[src/core/eab_pkg.sv]
// package for the group-5 acknowledge- or wait-terminated external access block
// assumes one system clock at 20 MHz drives every counter
package eab_pkg;
    // ****************************************
    // clock and timing
    // ****************************************
    localparam int          CLK_PERIOD_NS    = 50;
    localparam int          TIMEOUT_CYC      = 1022;  // bus time-out in clocks
    localparam int          ACK_WAIT_MAX_CYC = 1019;  // peripheral ack bound
    localparam int          WAIT_MAX_CYC     = 1020;  // peripheral wait bound
    localparam int          CS_MIN_CYC       = 3;     // least chip select width
    localparam int          ACK_RW_LAG_CYC   = 2;     // ack seen to rw negate
    localparam int          WAIT_RW_LAG_CYC  = 1;     // wait seen to rw negate
    localparam int          WAIT_OE_LAG_CYC  = 2;     // wait seen to oe negate
    localparam int          ACK_TAIL_CYC     = 2;     // rw/oe negate to cs negate, ack
    localparam int          WAIT_TAIL_CYC    = 3;     // rw negate to cs negate, wait writes
    localparam int          DMA_GAP_CYC      = 1;     // idle between accesses
    // ****************************************
    // field widths and reset values
    // ****************************************
    localparam int          ADDR_W           = 24;
    localparam int          DATA_W           = 16;
    localparam int          BE_W             = 2;
    localparam int          DLY_W            = 4;
    localparam int          CNT_W            = 11;
    localparam logic [10:0] TIMEOUT_CNT      = 11'h3fe;
    localparam logic [1:0]  BE_IDLE          = 2'h3;

    typedef enum logic [6:0] {
        EAB_IDLE  = 7'h01,
        EAB_SETUP = 7'h02,
        EAB_WAITT = 7'h04,
        EAB_LAG   = 7'h08,
        EAB_TAIL  = 7'h10,
        EAB_BEOFF = 7'h20,
        EAB_GAP   = 7'h40
    } eab_state_t;
endpackage

[src/core/eab_sync_if.sv]
// carrier between the top and the input synchroniser
// assumes both ends share i_clk
`timescale 1ns/1ps
interface eab_sync_if;
    logic raw_ack_n;
    logic raw_wait_n;
    logic ack_low;
    logic wait_low;
    modport src (output raw_ack_n, output raw_wait_n, input ack_low, input wait_low);
    modport snk (input raw_ack_n, input raw_wait_n, output ack_low, output wait_low);
endinterface

[src/core/eab_sync.sv]
// three-stage synchroniser for the acknowledge and wait pins
// assumes pins are asynchronous to i_clk; a change counts when stages two and three agree
`timescale 1ns/1ps
module eab_sync
    import eab_pkg::*;
(
    // clock and reset
    input  wire logic i_clk,
    input  wire logic i_rst,
    // pin side and clean side
    eab_sync_if.snk   sif
);
    logic [2:0] ack_r,  ack_nxt;
    logic [2:0] wt_r,   wt_nxt;
    logic       ackq_r, ackq_nxt;
    logic       wtq_r,  wtq_nxt;

    // shift and agree-filter; low pin means asserted
    always_comb begin
        ack_nxt  = {ack_r[1:0], sif.raw_ack_n};
        wt_nxt   = {wt_r[1:0], sif.raw_wait_n};
        ackq_nxt = (ack_r[1] == ack_r[2]) ? ~ack_r[2] : ackq_r;
        wtq_nxt  = (wt_r[1] == wt_r[2]) ? ~wt_r[2] : wtq_r;
    end

    // registers
    always_ff @(posedge i_clk) begin
        if (i_rst) begin
            ack_r  <= 3'h7;
            wt_r   <= 3'h7;
            ackq_r <= 1'b0;
            wtq_r  <= 1'b0;
        end else begin
            ack_r  <= ack_nxt;
            wt_r   <= wt_nxt;
            ackq_r <= ackq_nxt;
            wtq_r  <= wtq_nxt;
        end
    end

    assign sif.ack_low  = ackq_r;
    assign sif.wait_low = wtq_r;
endmodule

[src/core/eab_core.sv]
// group-5 external access engine ending cycles by acknowledge, wait or internal count
// assumes one request strobe from the host side; pins ack and wait are asynchronous
`timescale 1ns/1ps
module eab_core
    import eab_pkg::*;
(
    // clock and reset
    input  wire logic              i_clk,
    input  wire logic              i_rst,
    // access request
    input  wire logic              i_req,
    input  wire logic              i_write,
    input  wire logic              i_grp5,
    input  wire logic [ADDR_W-1:0] i_addr,
    input  wire logic [DATA_W-1:0] i_wdata,
    input  wire logic [BE_W-1:0]   i_be,
    input  wire logic              i_dma_en,
    // group-5 control setting
    input  wire logic              i_ack_mode_select,
    input  wire logic              i_ext_term_en,
    input  wire logic [5:0]        i_wait_state_count,
    input  wire logic [DLY_W-1:0]  i_oe_assert_delay,
    input  wire logic [DLY_W-1:0]  i_cs_assert_delay,
    input  wire logic [DLY_W-1:0]  i_we_assert_delay,
    input  wire logic              i_byte_en_control,
    // pins from peripheral
    input  wire logic              i_ext_data_ack_n,
    input  wire logic              i_ext_wait_n,
    input  wire logic [DATA_W-1:0] i_rdata_pin,
    // pins to peripheral
    output logic                   o_chip_select_grp5_n,
    output logic                   o_oe_n,
    output logic                   o_rw_n,
    output logic [BE_W-1:0]        o_byte_enable_n,
    output logic [ADDR_W-1:0]      o_addr,
    output logic [DATA_W-1:0]      o_data_out,
    output logic                   o_data_oe,
    // status to host
    output logic                   o_busy,
    output logic                   o_done,
    output logic [DATA_W-1:0]      o_rdata,
    output logic                   o_bus_error
);
    // ****************************************
    // pin synchroniser
    // ****************************************
    eab_sync_if sif();
    assign sif.raw_ack_n  = i_ext_data_ack_n;
    assign sif.raw_wait_n = i_ext_wait_n;
    eab_sync u_sync (
        .i_clk (i_clk),
        .i_rst (i_rst),
        .sif   (sif)
    );

    // ****************************************
    // state and pin registers
    // ****************************************
    eab_state_t        st_r,   st_nxt;
    logic [CNT_W-1:0]  cnt_r,  cnt_nxt;   // clocks since chip select asserted
    logic [CNT_W-1:0]  lag_r,  lag_nxt;   // generic phase counter
    logic              wr_r,   wr_nxt;
    logic              ack_m_r, ack_m_nxt; // latched mode: 1 = acknowledge
    logic              int_r,  int_nxt;    // internal wait states
    logic              dma_r,  dma_nxt;
    logic              cs_r,   cs_nxt;
    logic              oe_r,   oe_nxt;
    logic              rw_r,   rw_nxt;
    logic [BE_W-1:0]   be_r,   be_nxt;
    logic [BE_W-1:0]   bem_r,  bem_nxt;
    logic [ADDR_W-1:0] ad_r,   ad_nxt;
    logic [DATA_W-1:0] dq_r,   dq_nxt;
    logic              doe_r,  doe_nxt;
    logic              done_r, done_nxt;
    logic [DATA_W-1:0] rd_r,   rd_nxt;
    logic              err_r,  err_nxt;
    logic              term;
    logic              cs_on;
    logic              busy_r, busy_nxt;
    // termination source chosen by mode; internal count needs no pin
    always_comb begin
        term = ack_m_r ? sif.ack_low : sif.wait_low;
        if (int_r) begin
            term = (cnt_r >= CNT_W'(i_wait_state_count)) && (cnt_r >= CNT_W'(CS_MIN_CYC));
        end
    end
    // next-state and pin computation
    always_comb begin
        st_nxt    = st_r;
        cnt_nxt   = cnt_r;
        lag_nxt   = lag_r;
        wr_nxt    = wr_r;
        ack_m_nxt = ack_m_r;
        int_nxt   = int_r;
        dma_nxt   = dma_r;
        cs_nxt    = cs_r;
        oe_nxt    = oe_r;
        rw_nxt    = rw_r;
        be_nxt    = be_r;
        bem_nxt   = bem_r;
        ad_nxt    = ad_r;
        dq_nxt    = dq_r;
        doe_nxt   = doe_r;
        done_nxt  = 1'b0;
        rd_nxt    = rd_r;
        err_nxt   = 1'b0;
        cs_on     = 1'b0;
        unique case (st_r)
            EAB_IDLE: begin
                if (i_req && i_grp5) begin
                    st_nxt    = EAB_SETUP;
                    wr_nxt    = i_write;
                    ack_m_nxt = ~i_ack_mode_select;
                    int_nxt   = ~i_ext_term_en;
                    dma_nxt   = i_dma_en;
                    ad_nxt    = i_addr;
                    rw_nxt    = ~i_write;
                    dq_nxt    = i_wdata;
                    doe_nxt   = i_write;
                    bem_nxt   = i_be;
                    lag_nxt   = '0;
                    cnt_nxt   = '0;
                end
            end
            EAB_SETUP: begin
                // programmed delay before chip select: cs field for writes
                lag_nxt = lag_r + CNT_W'(1);
                if (!wr_r || lag_r >= CNT_W'(i_cs_assert_delay)) begin
                    cs_on   = 1'b1;
                    st_nxt  = EAB_WAITT;
                    lag_nxt = '0;
                end
            end
            EAB_WAITT: begin
                cnt_nxt = cnt_r + CNT_W'(1);
                // output enable and read byte enables after oe delay
                if (!wr_r && cnt_r >= CNT_W'(i_oe_assert_delay)) begin
                    oe_nxt = 1'b0;
                    if (!i_byte_en_control) begin
                        be_nxt = ~bem_r;
                    end
                end
                // write byte enables after we delay
                if (wr_r && cnt_r >= CNT_W'(i_we_assert_delay)) begin
                    be_nxt = ~bem_r;
                end
                // bus time-out only for externally acknowledged cycles
                err_nxt = ack_m_r && !int_r && (cnt_r >= TIMEOUT_CNT);
                if (err_nxt || term) begin
                    st_nxt  = EAB_LAG;
                    lag_nxt = '0;
                end
            end
            EAB_LAG: begin
                // delay from termination seen to rw or oe negate
                cnt_nxt = cnt_r + CNT_W'(1);
                lag_nxt = lag_r + CNT_W'(1);
                if (lag_r + CNT_W'(1) >= ((wr_r && !ack_m_r) ? CNT_W'(WAIT_RW_LAG_CYC) :
                                          CNT_W'(ACK_RW_LAG_CYC))) begin
                    rw_nxt  = 1'b1;
                    oe_nxt  = 1'b1;
                    be_nxt  = wr_r ? be_r : BE_IDLE;
                    st_nxt  = EAB_TAIL;
                    lag_nxt = '0;
                    if (!wr_r) begin
                        rd_nxt = i_rdata_pin;
                    end
                end
            end
            EAB_TAIL: begin
                // rw/oe lead cs negate; wait reads take the short tail
                cnt_nxt = cnt_r + CNT_W'(1);
                lag_nxt = lag_r + CNT_W'(1);
                if (lag_r + CNT_W'(1) >= ((ack_m_r || !wr_r) ? CNT_W'(ACK_TAIL_CYC) :
                                          CNT_W'(WAIT_TAIL_CYC)) &&
                    cnt_r + CNT_W'(1) >= CNT_W'(CS_MIN_CYC)) begin
                    cs_nxt  = 1'b1;
                    doe_nxt = 1'b0;
                    st_nxt  = wr_r ? EAB_BEOFF : EAB_GAP;
                end
            end
            EAB_BEOFF: begin
                be_nxt = BE_IDLE;
                st_nxt = EAB_GAP;
            end
            EAB_GAP: begin
                done_nxt = 1'b1;
                st_nxt   = EAB_IDLE;  // at least one idle clock before next cs
            end
            default: begin
                st_nxt = EAB_IDLE;
                cs_nxt = 1'b1;
            end
        endcase
        if (cs_on) begin
            cs_nxt = 1'b0;
        end
        busy_nxt = (st_nxt != EAB_IDLE);
    end
    // registers
    always_ff @(posedge i_clk) begin
        if (i_rst) begin
            st_r    <= EAB_IDLE;
            cnt_r   <= '0;
            lag_r   <= '0;
            wr_r    <= 1'b0;
            ack_m_r <= 1'b1;
            int_r   <= 1'b0;
            dma_r   <= 1'b0;
            cs_r    <= 1'b1;
            oe_r    <= 1'b1;
            rw_r    <= 1'b1;
            be_r    <= BE_IDLE;
            bem_r   <= '0;
            ad_r    <= '0;
            dq_r    <= '0;
            doe_r   <= 1'b0;
            done_r  <= 1'b0;
            rd_r    <= '0;
            err_r   <= 1'b0;
            busy_r  <= 1'b0;
        end else begin
            st_r    <= st_nxt;
            cnt_r   <= cnt_nxt;
            lag_r   <= lag_nxt;
            wr_r    <= wr_nxt;
            ack_m_r <= ack_m_nxt;
            int_r   <= int_nxt;
            dma_r   <= dma_nxt;
            cs_r    <= cs_nxt;
            oe_r    <= oe_nxt;
            rw_r    <= rw_nxt;
            be_r    <= be_nxt;
            bem_r   <= bem_nxt;
            ad_r    <= ad_nxt;
            dq_r    <= dq_nxt;
            doe_r   <= doe_nxt;
            done_r  <= done_nxt;
            rd_r    <= rd_nxt;
            err_r   <= err_nxt;
            busy_r  <= busy_nxt;
        end
    end
    // outputs straight from flip-flops
    assign o_chip_select_grp5_n = cs_r;
    assign o_oe_n               = oe_r;
    assign o_rw_n               = rw_r;
    assign o_byte_enable_n      = be_r;
    assign o_addr               = ad_r;
    assign o_data_out           = dq_r;
    assign o_data_oe            = doe_r;
    assign o_busy               = busy_r;
    assign o_done               = done_r;
    assign o_rdata              = rd_r;
    assign o_bus_error          = err_r;

    // ****************************************
    // assertions
    // ****************************************
    property p_cs_width;
        @(posedge i_clk) disable iff (i_rst)
        $fell(cs_r) |-> !cs_r [*3];
    endproperty
    a_cs_width: assert property (p_cs_width) else $error("cs too short");
    property p_rw_before_cs;
        @(posedge i_clk) disable iff (i_rst)
        $rose(cs_r) && wr_r |-> $past(rw_r, 1) && $past(rw_r, 2);
    endproperty
    a_rw_before_cs: assert property (p_rw_before_cs) else $error("rw not ahead of cs");
    property p_ack_rw;
        @(posedge i_clk) disable iff (i_rst)
        (st_r == EAB_WAITT) && term && ack_m_r && wr_r && !int_r |-> ##3 $rose(rw_r);
    endproperty
    a_ack_rw: assert property (p_ack_rw) else $error("ack rw lag wrong");
    property p_wait_rw;
        @(posedge i_clk) disable iff (i_rst)
        (st_r == EAB_WAITT) && term && !ack_m_r && wr_r && !err_nxt |-> ##2 $rose(rw_r);
    endproperty
    a_wait_rw: assert property (p_wait_rw) else $error("wait rw lag wrong");
    property p_wait_oe;
        @(posedge i_clk) disable iff (i_rst)
        (st_r == EAB_WAITT) && term && !ack_m_r && !wr_r && !oe_r |-> ##3 $rose(oe_r);
    endproperty
    a_wait_oe: assert property (p_wait_oe) else $error("wait oe lag wrong");
    property p_data_hold;
        @(posedge i_clk) disable iff (i_rst)
        $rose(rw_r) && wr_r |-> doe_r [*2];
    endproperty
    a_data_hold: assert property (p_data_hold) else $error("write data dropped early");
    property p_be_after_cs;
        @(posedge i_clk) disable iff (i_rst)
        $rose(cs_r) && wr_r |-> ##1 (be_r == BE_IDLE);
    endproperty
    a_be_after_cs: assert property (p_be_after_cs) else $error("be not negated");
    property p_read_be;
        @(posedge i_clk) disable iff (i_rst)
        !wr_r && i_byte_en_control && $stable(i_byte_en_control) && (st_r == EAB_WAITT)
            |-> $stable(be_r);
    endproperty
    a_read_be: assert property (p_read_be) else $error("read be with control set");
    property p_gap;
        @(posedge i_clk) disable iff (i_rst)
        $rose(cs_r) |-> ##1 cs_r;
    endproperty
    a_gap: assert property (p_gap) else $error("no idle clock");
    property p_timeout;
        @(posedge i_clk) disable iff (i_rst)
        err_r |-> $past(cnt_r) == TIMEOUT_CNT;
    endproperty
    a_timeout: assert property (p_timeout) else $error("bus error at wrong count");
    c_write: cover property (@(posedge i_clk) $rose(cs_r) && wr_r);
    c_read:  cover property (@(posedge i_clk) $rose(cs_r) && !wr_r);
    c_err:   cover property (@(posedge i_clk) err_r);
endmodule

[config.mk]
export PLATFORM = sky130hd
export DESIGN_NAME = eab_core
export DESIGN_NICKNAME = d
export VERILOG_FILES = /design/src/core/eab_pkg.sv /design/src/core/eab_sync_if.sv /design/src/core/eab_sync.sv /design/src/core/eab_core.sv
export SDC_FILE = /design/constraint.sdc
export NUM_CORES = 1
export LEC_CHECK = 0
export BUFFER_PORTS_ARGS = -buffer_cell sky130_fd_sc_hd__buf_2
export CORE_MARGIN = 2
export CORE_UTILIZATION = 47
export DETAILED_ROUTE_END_ITERATION = 8
export PLACE_DENSITY = 0.73
export SYNTH_ARGS = -nofsm -noshare
export SYNTH_HDL_FRONTEND = slang
export SYNTH_SLANG_ARGS = --single-unit
[constraint.sdc]
create_clock -name i_clk -period 3.09 [get_ports i_clk]
set_clock_uncertainty 0.1 [all_clocks]
set_input_delay 0.4635 -clock i_clk [delete_from_list [all_inputs] [get_ports i_clk]]
set_output_delay 0.4635 -clock i_clk [all_outputs]
set_load 0.03 [all_outputs]
==> metrics.txt <==
Final Setup Violations=0; Fin Setup TNS=0 ns; Die X=112 microns; root buffer cell=clkbuf_16; initial antenna violation count=0; relative slew slack=~34%; crit path kind=flip-flop to flip-flop; Starting Density=48.2%; Startpoint Class=flip-flop; CP bufs+invs=0; DR DRC count=0; Ys Warns=0; Slew Limit Fails=0; drt initial violations=315; core footprint=11500 sq um; TritonCTS buffer count=9; area leader, netlist=dfxtp_1; Async S/R FF share, synth=0%; Reg2Reg Setup Slack=~0.28 ns; Leakage Power=2.85 nW; H-tree depth=3; Hold Crit Class=primary input to flip-flop; Syn-to-layout area delta=19.9%; share of the synthesized area in the top cell type=38.7%; Post-CTS Setup Inserts=0; Final period util=90.9%; Slew @ Worst Pin=0.981 ns; final hold violation count=0; CTS sink count=107; CTS tree=done; worst vdd ir=0.325 mV; total power=~3.0 mW; Yosys cell types=78; # fillers=~1100; post-layout minimum cycle time=2.81 ns; placed cells=938; Post-Route WL=14500 microns; Post-synth top cells=nand2_1, dfxtp_1, a21oi_1; row count=39; Seq/Total Area, Yosys=38.7%; Wirelength per Cell=15.2 microns; DR vias=5312; Post-Syn Nets=791; die area=12700 sq um; clk_lat worst skew=roughly 0.34 ns; Yosys reg bits=107; cell family with most CP delay=simple AND/OR/NAND/NOR gates; DIE HEIGHT=112 microns; Post-synth EDFFs=0; status=finished clean; maximum clock path buffer count=2; RSZ-0062 raised after global routing=no; share of cells above drive strength 1=25.6%; synth top area cells=dfxtp_1, nand2_1, a21oi_1; Mapped Cells=681; Avg Vias per Cell=5.57; GR Overflow Total=0; crit-path cells=ha_1 -> and2_1 -> a31o_2 -> a31oi_4 -> a211oi_2 -> nor3_4 -> mux2i_1; Critical Path RT=3.25 ns; ys flop type=dfxtp_1; f_max=356 MHz; count leader, synth=nand2_1; Arrival @ worst endpoint=2.97 ns; P per Cell Area=around 460 nW/um^2; Slowest Stage Delay on Critical Path=between 0.7 and 0.8 ns; Hold Buf Count CTS=0; synthesized area per cell=8.12 sq um; first-pass GRT wire length=23800 microns; CP Capture Type=flip-flop; final non-filler cell area=6630 sq um; pre-CTS setup slack=0.299 ns; final setup margin=~0.28 ns; antenna fix cells=0; pin count of the biggest net entering global routing=56; I/O pin count=152; RePlAce Congestion=0.930; max_cap viols=0; CP Max Fanout=16; vias in the first global route=~5100; Netlist Area Pre-Place=5530 sq um; final net count=916; overall routing resource usage=22.5%; clock slew at reported path FFs=0.07 ns; Post-Layout Cell Count=between 900 and 1000; PortBufs=150; Detail Placement HPWL=10700 microns; post-route ant nets=0; Post-CTS Resized=0; critical path's slowest cell=nor3_4; dpl cell area=around 6300 sq um; TritonRoute pass-1 iters=5
## cell usage in the layout (no fill, tap or decap), types with 7 or more instances in the layout
master     synthesis  routed
buf_2             14     150
nand4_1            9       9
o22ai_1            8       8
buf_4              1       8
inv_1             32      32
nand2_1          141     141
nor3_1            17      17
and2_1             9       9
dfxtp_1          107     107
nand2b_1           8       8
o21ai_0           18      18
a31oi_1            7       7
clkbuf_16          0       9
mux2i_1           16      16
o21ai_1            9       9
ha_1              23      23
nor2_1            39      38
a211oi_1           9       9
a21oi_1           67      67
nand3_1           11      11
or2_2              9       9
## stage by stage
stage                     util [%]  hold WS (ns)
after detailed placement      55.3         0.299
after CTS                     57.8         0.185
final                         57.8         0.197
after global routing          57.8         0.203
after floorplan                  -         0.289
after global placement        55.3         0.291
## routing by layer
layer | track usage, % | vias up | part of all wire (%)
li1 | - | 2633 | -
met1 | 29.1 | 2421 | 43
met2 | 36.9 | 227 | 48
met3 | 4.00 | 31 | 6.8
met4 | 9.92 | 0 | 2.5
met5 | 0 | - | 0
## state kept, by name, indices dropped and copies added, names as in the netlist, 2 cells and up
| register | count |
|---|---|
| o_rdata | 16 |
| cnt_r | 11 |
| st_r | 7 |
| lag_r | 11 |
| bem_r | 2 |
| u_sync.wt_r | 3 |
| u_sync.ack_r | 3 |
| o_byte_enable_n | 2 |
| o_addr | 24 |
| o_data_out | 16 |
## cells by family after synthesis
family,after synthesis,synth area share [%]
muxes,17,3.10
buffers and inverters,77,5.88
and+or+nand+nor,288,25.8
xor gates and xnor gates,3,0.475
adders and majority gates,23,5.20
DFF,107,38.7
AOI/OAI and AO/OA,166,20.8
## area by class of cell
cell class              count  area, sq um  share of cell area [%]
multi-input cells         497         3070                    46.3
flip-flops and latches    107         2140                    32.3
repair buffers            159          831                    12.5
clock buffers              10          229                    3.45
well taps                 143          179                    2.70
inverters                  32          120                    1.81
clock inverters             6         57.6                   0.868
## power breakdown
part	internal [mW]	switching, mW
Clock	0.566	0.543
Sequential	1.43	0.0379
Combinational	0.164	0.296
Total	2.16	0.877
## final timing paths
check | startpoint | endpoint | depth (start not counted)
max reg2reg | lag_r[0] | o_rdata[3] | 7
min reg2reg | u_sync.ack_r[0] | u_sync.ack_r[1] | 1
max | lag_r[0] | o_rdata[3] | 7
min | i_ext_wait_n | u_sync.wt_r[0] | 2
Power figures use the tool's default switching activity.
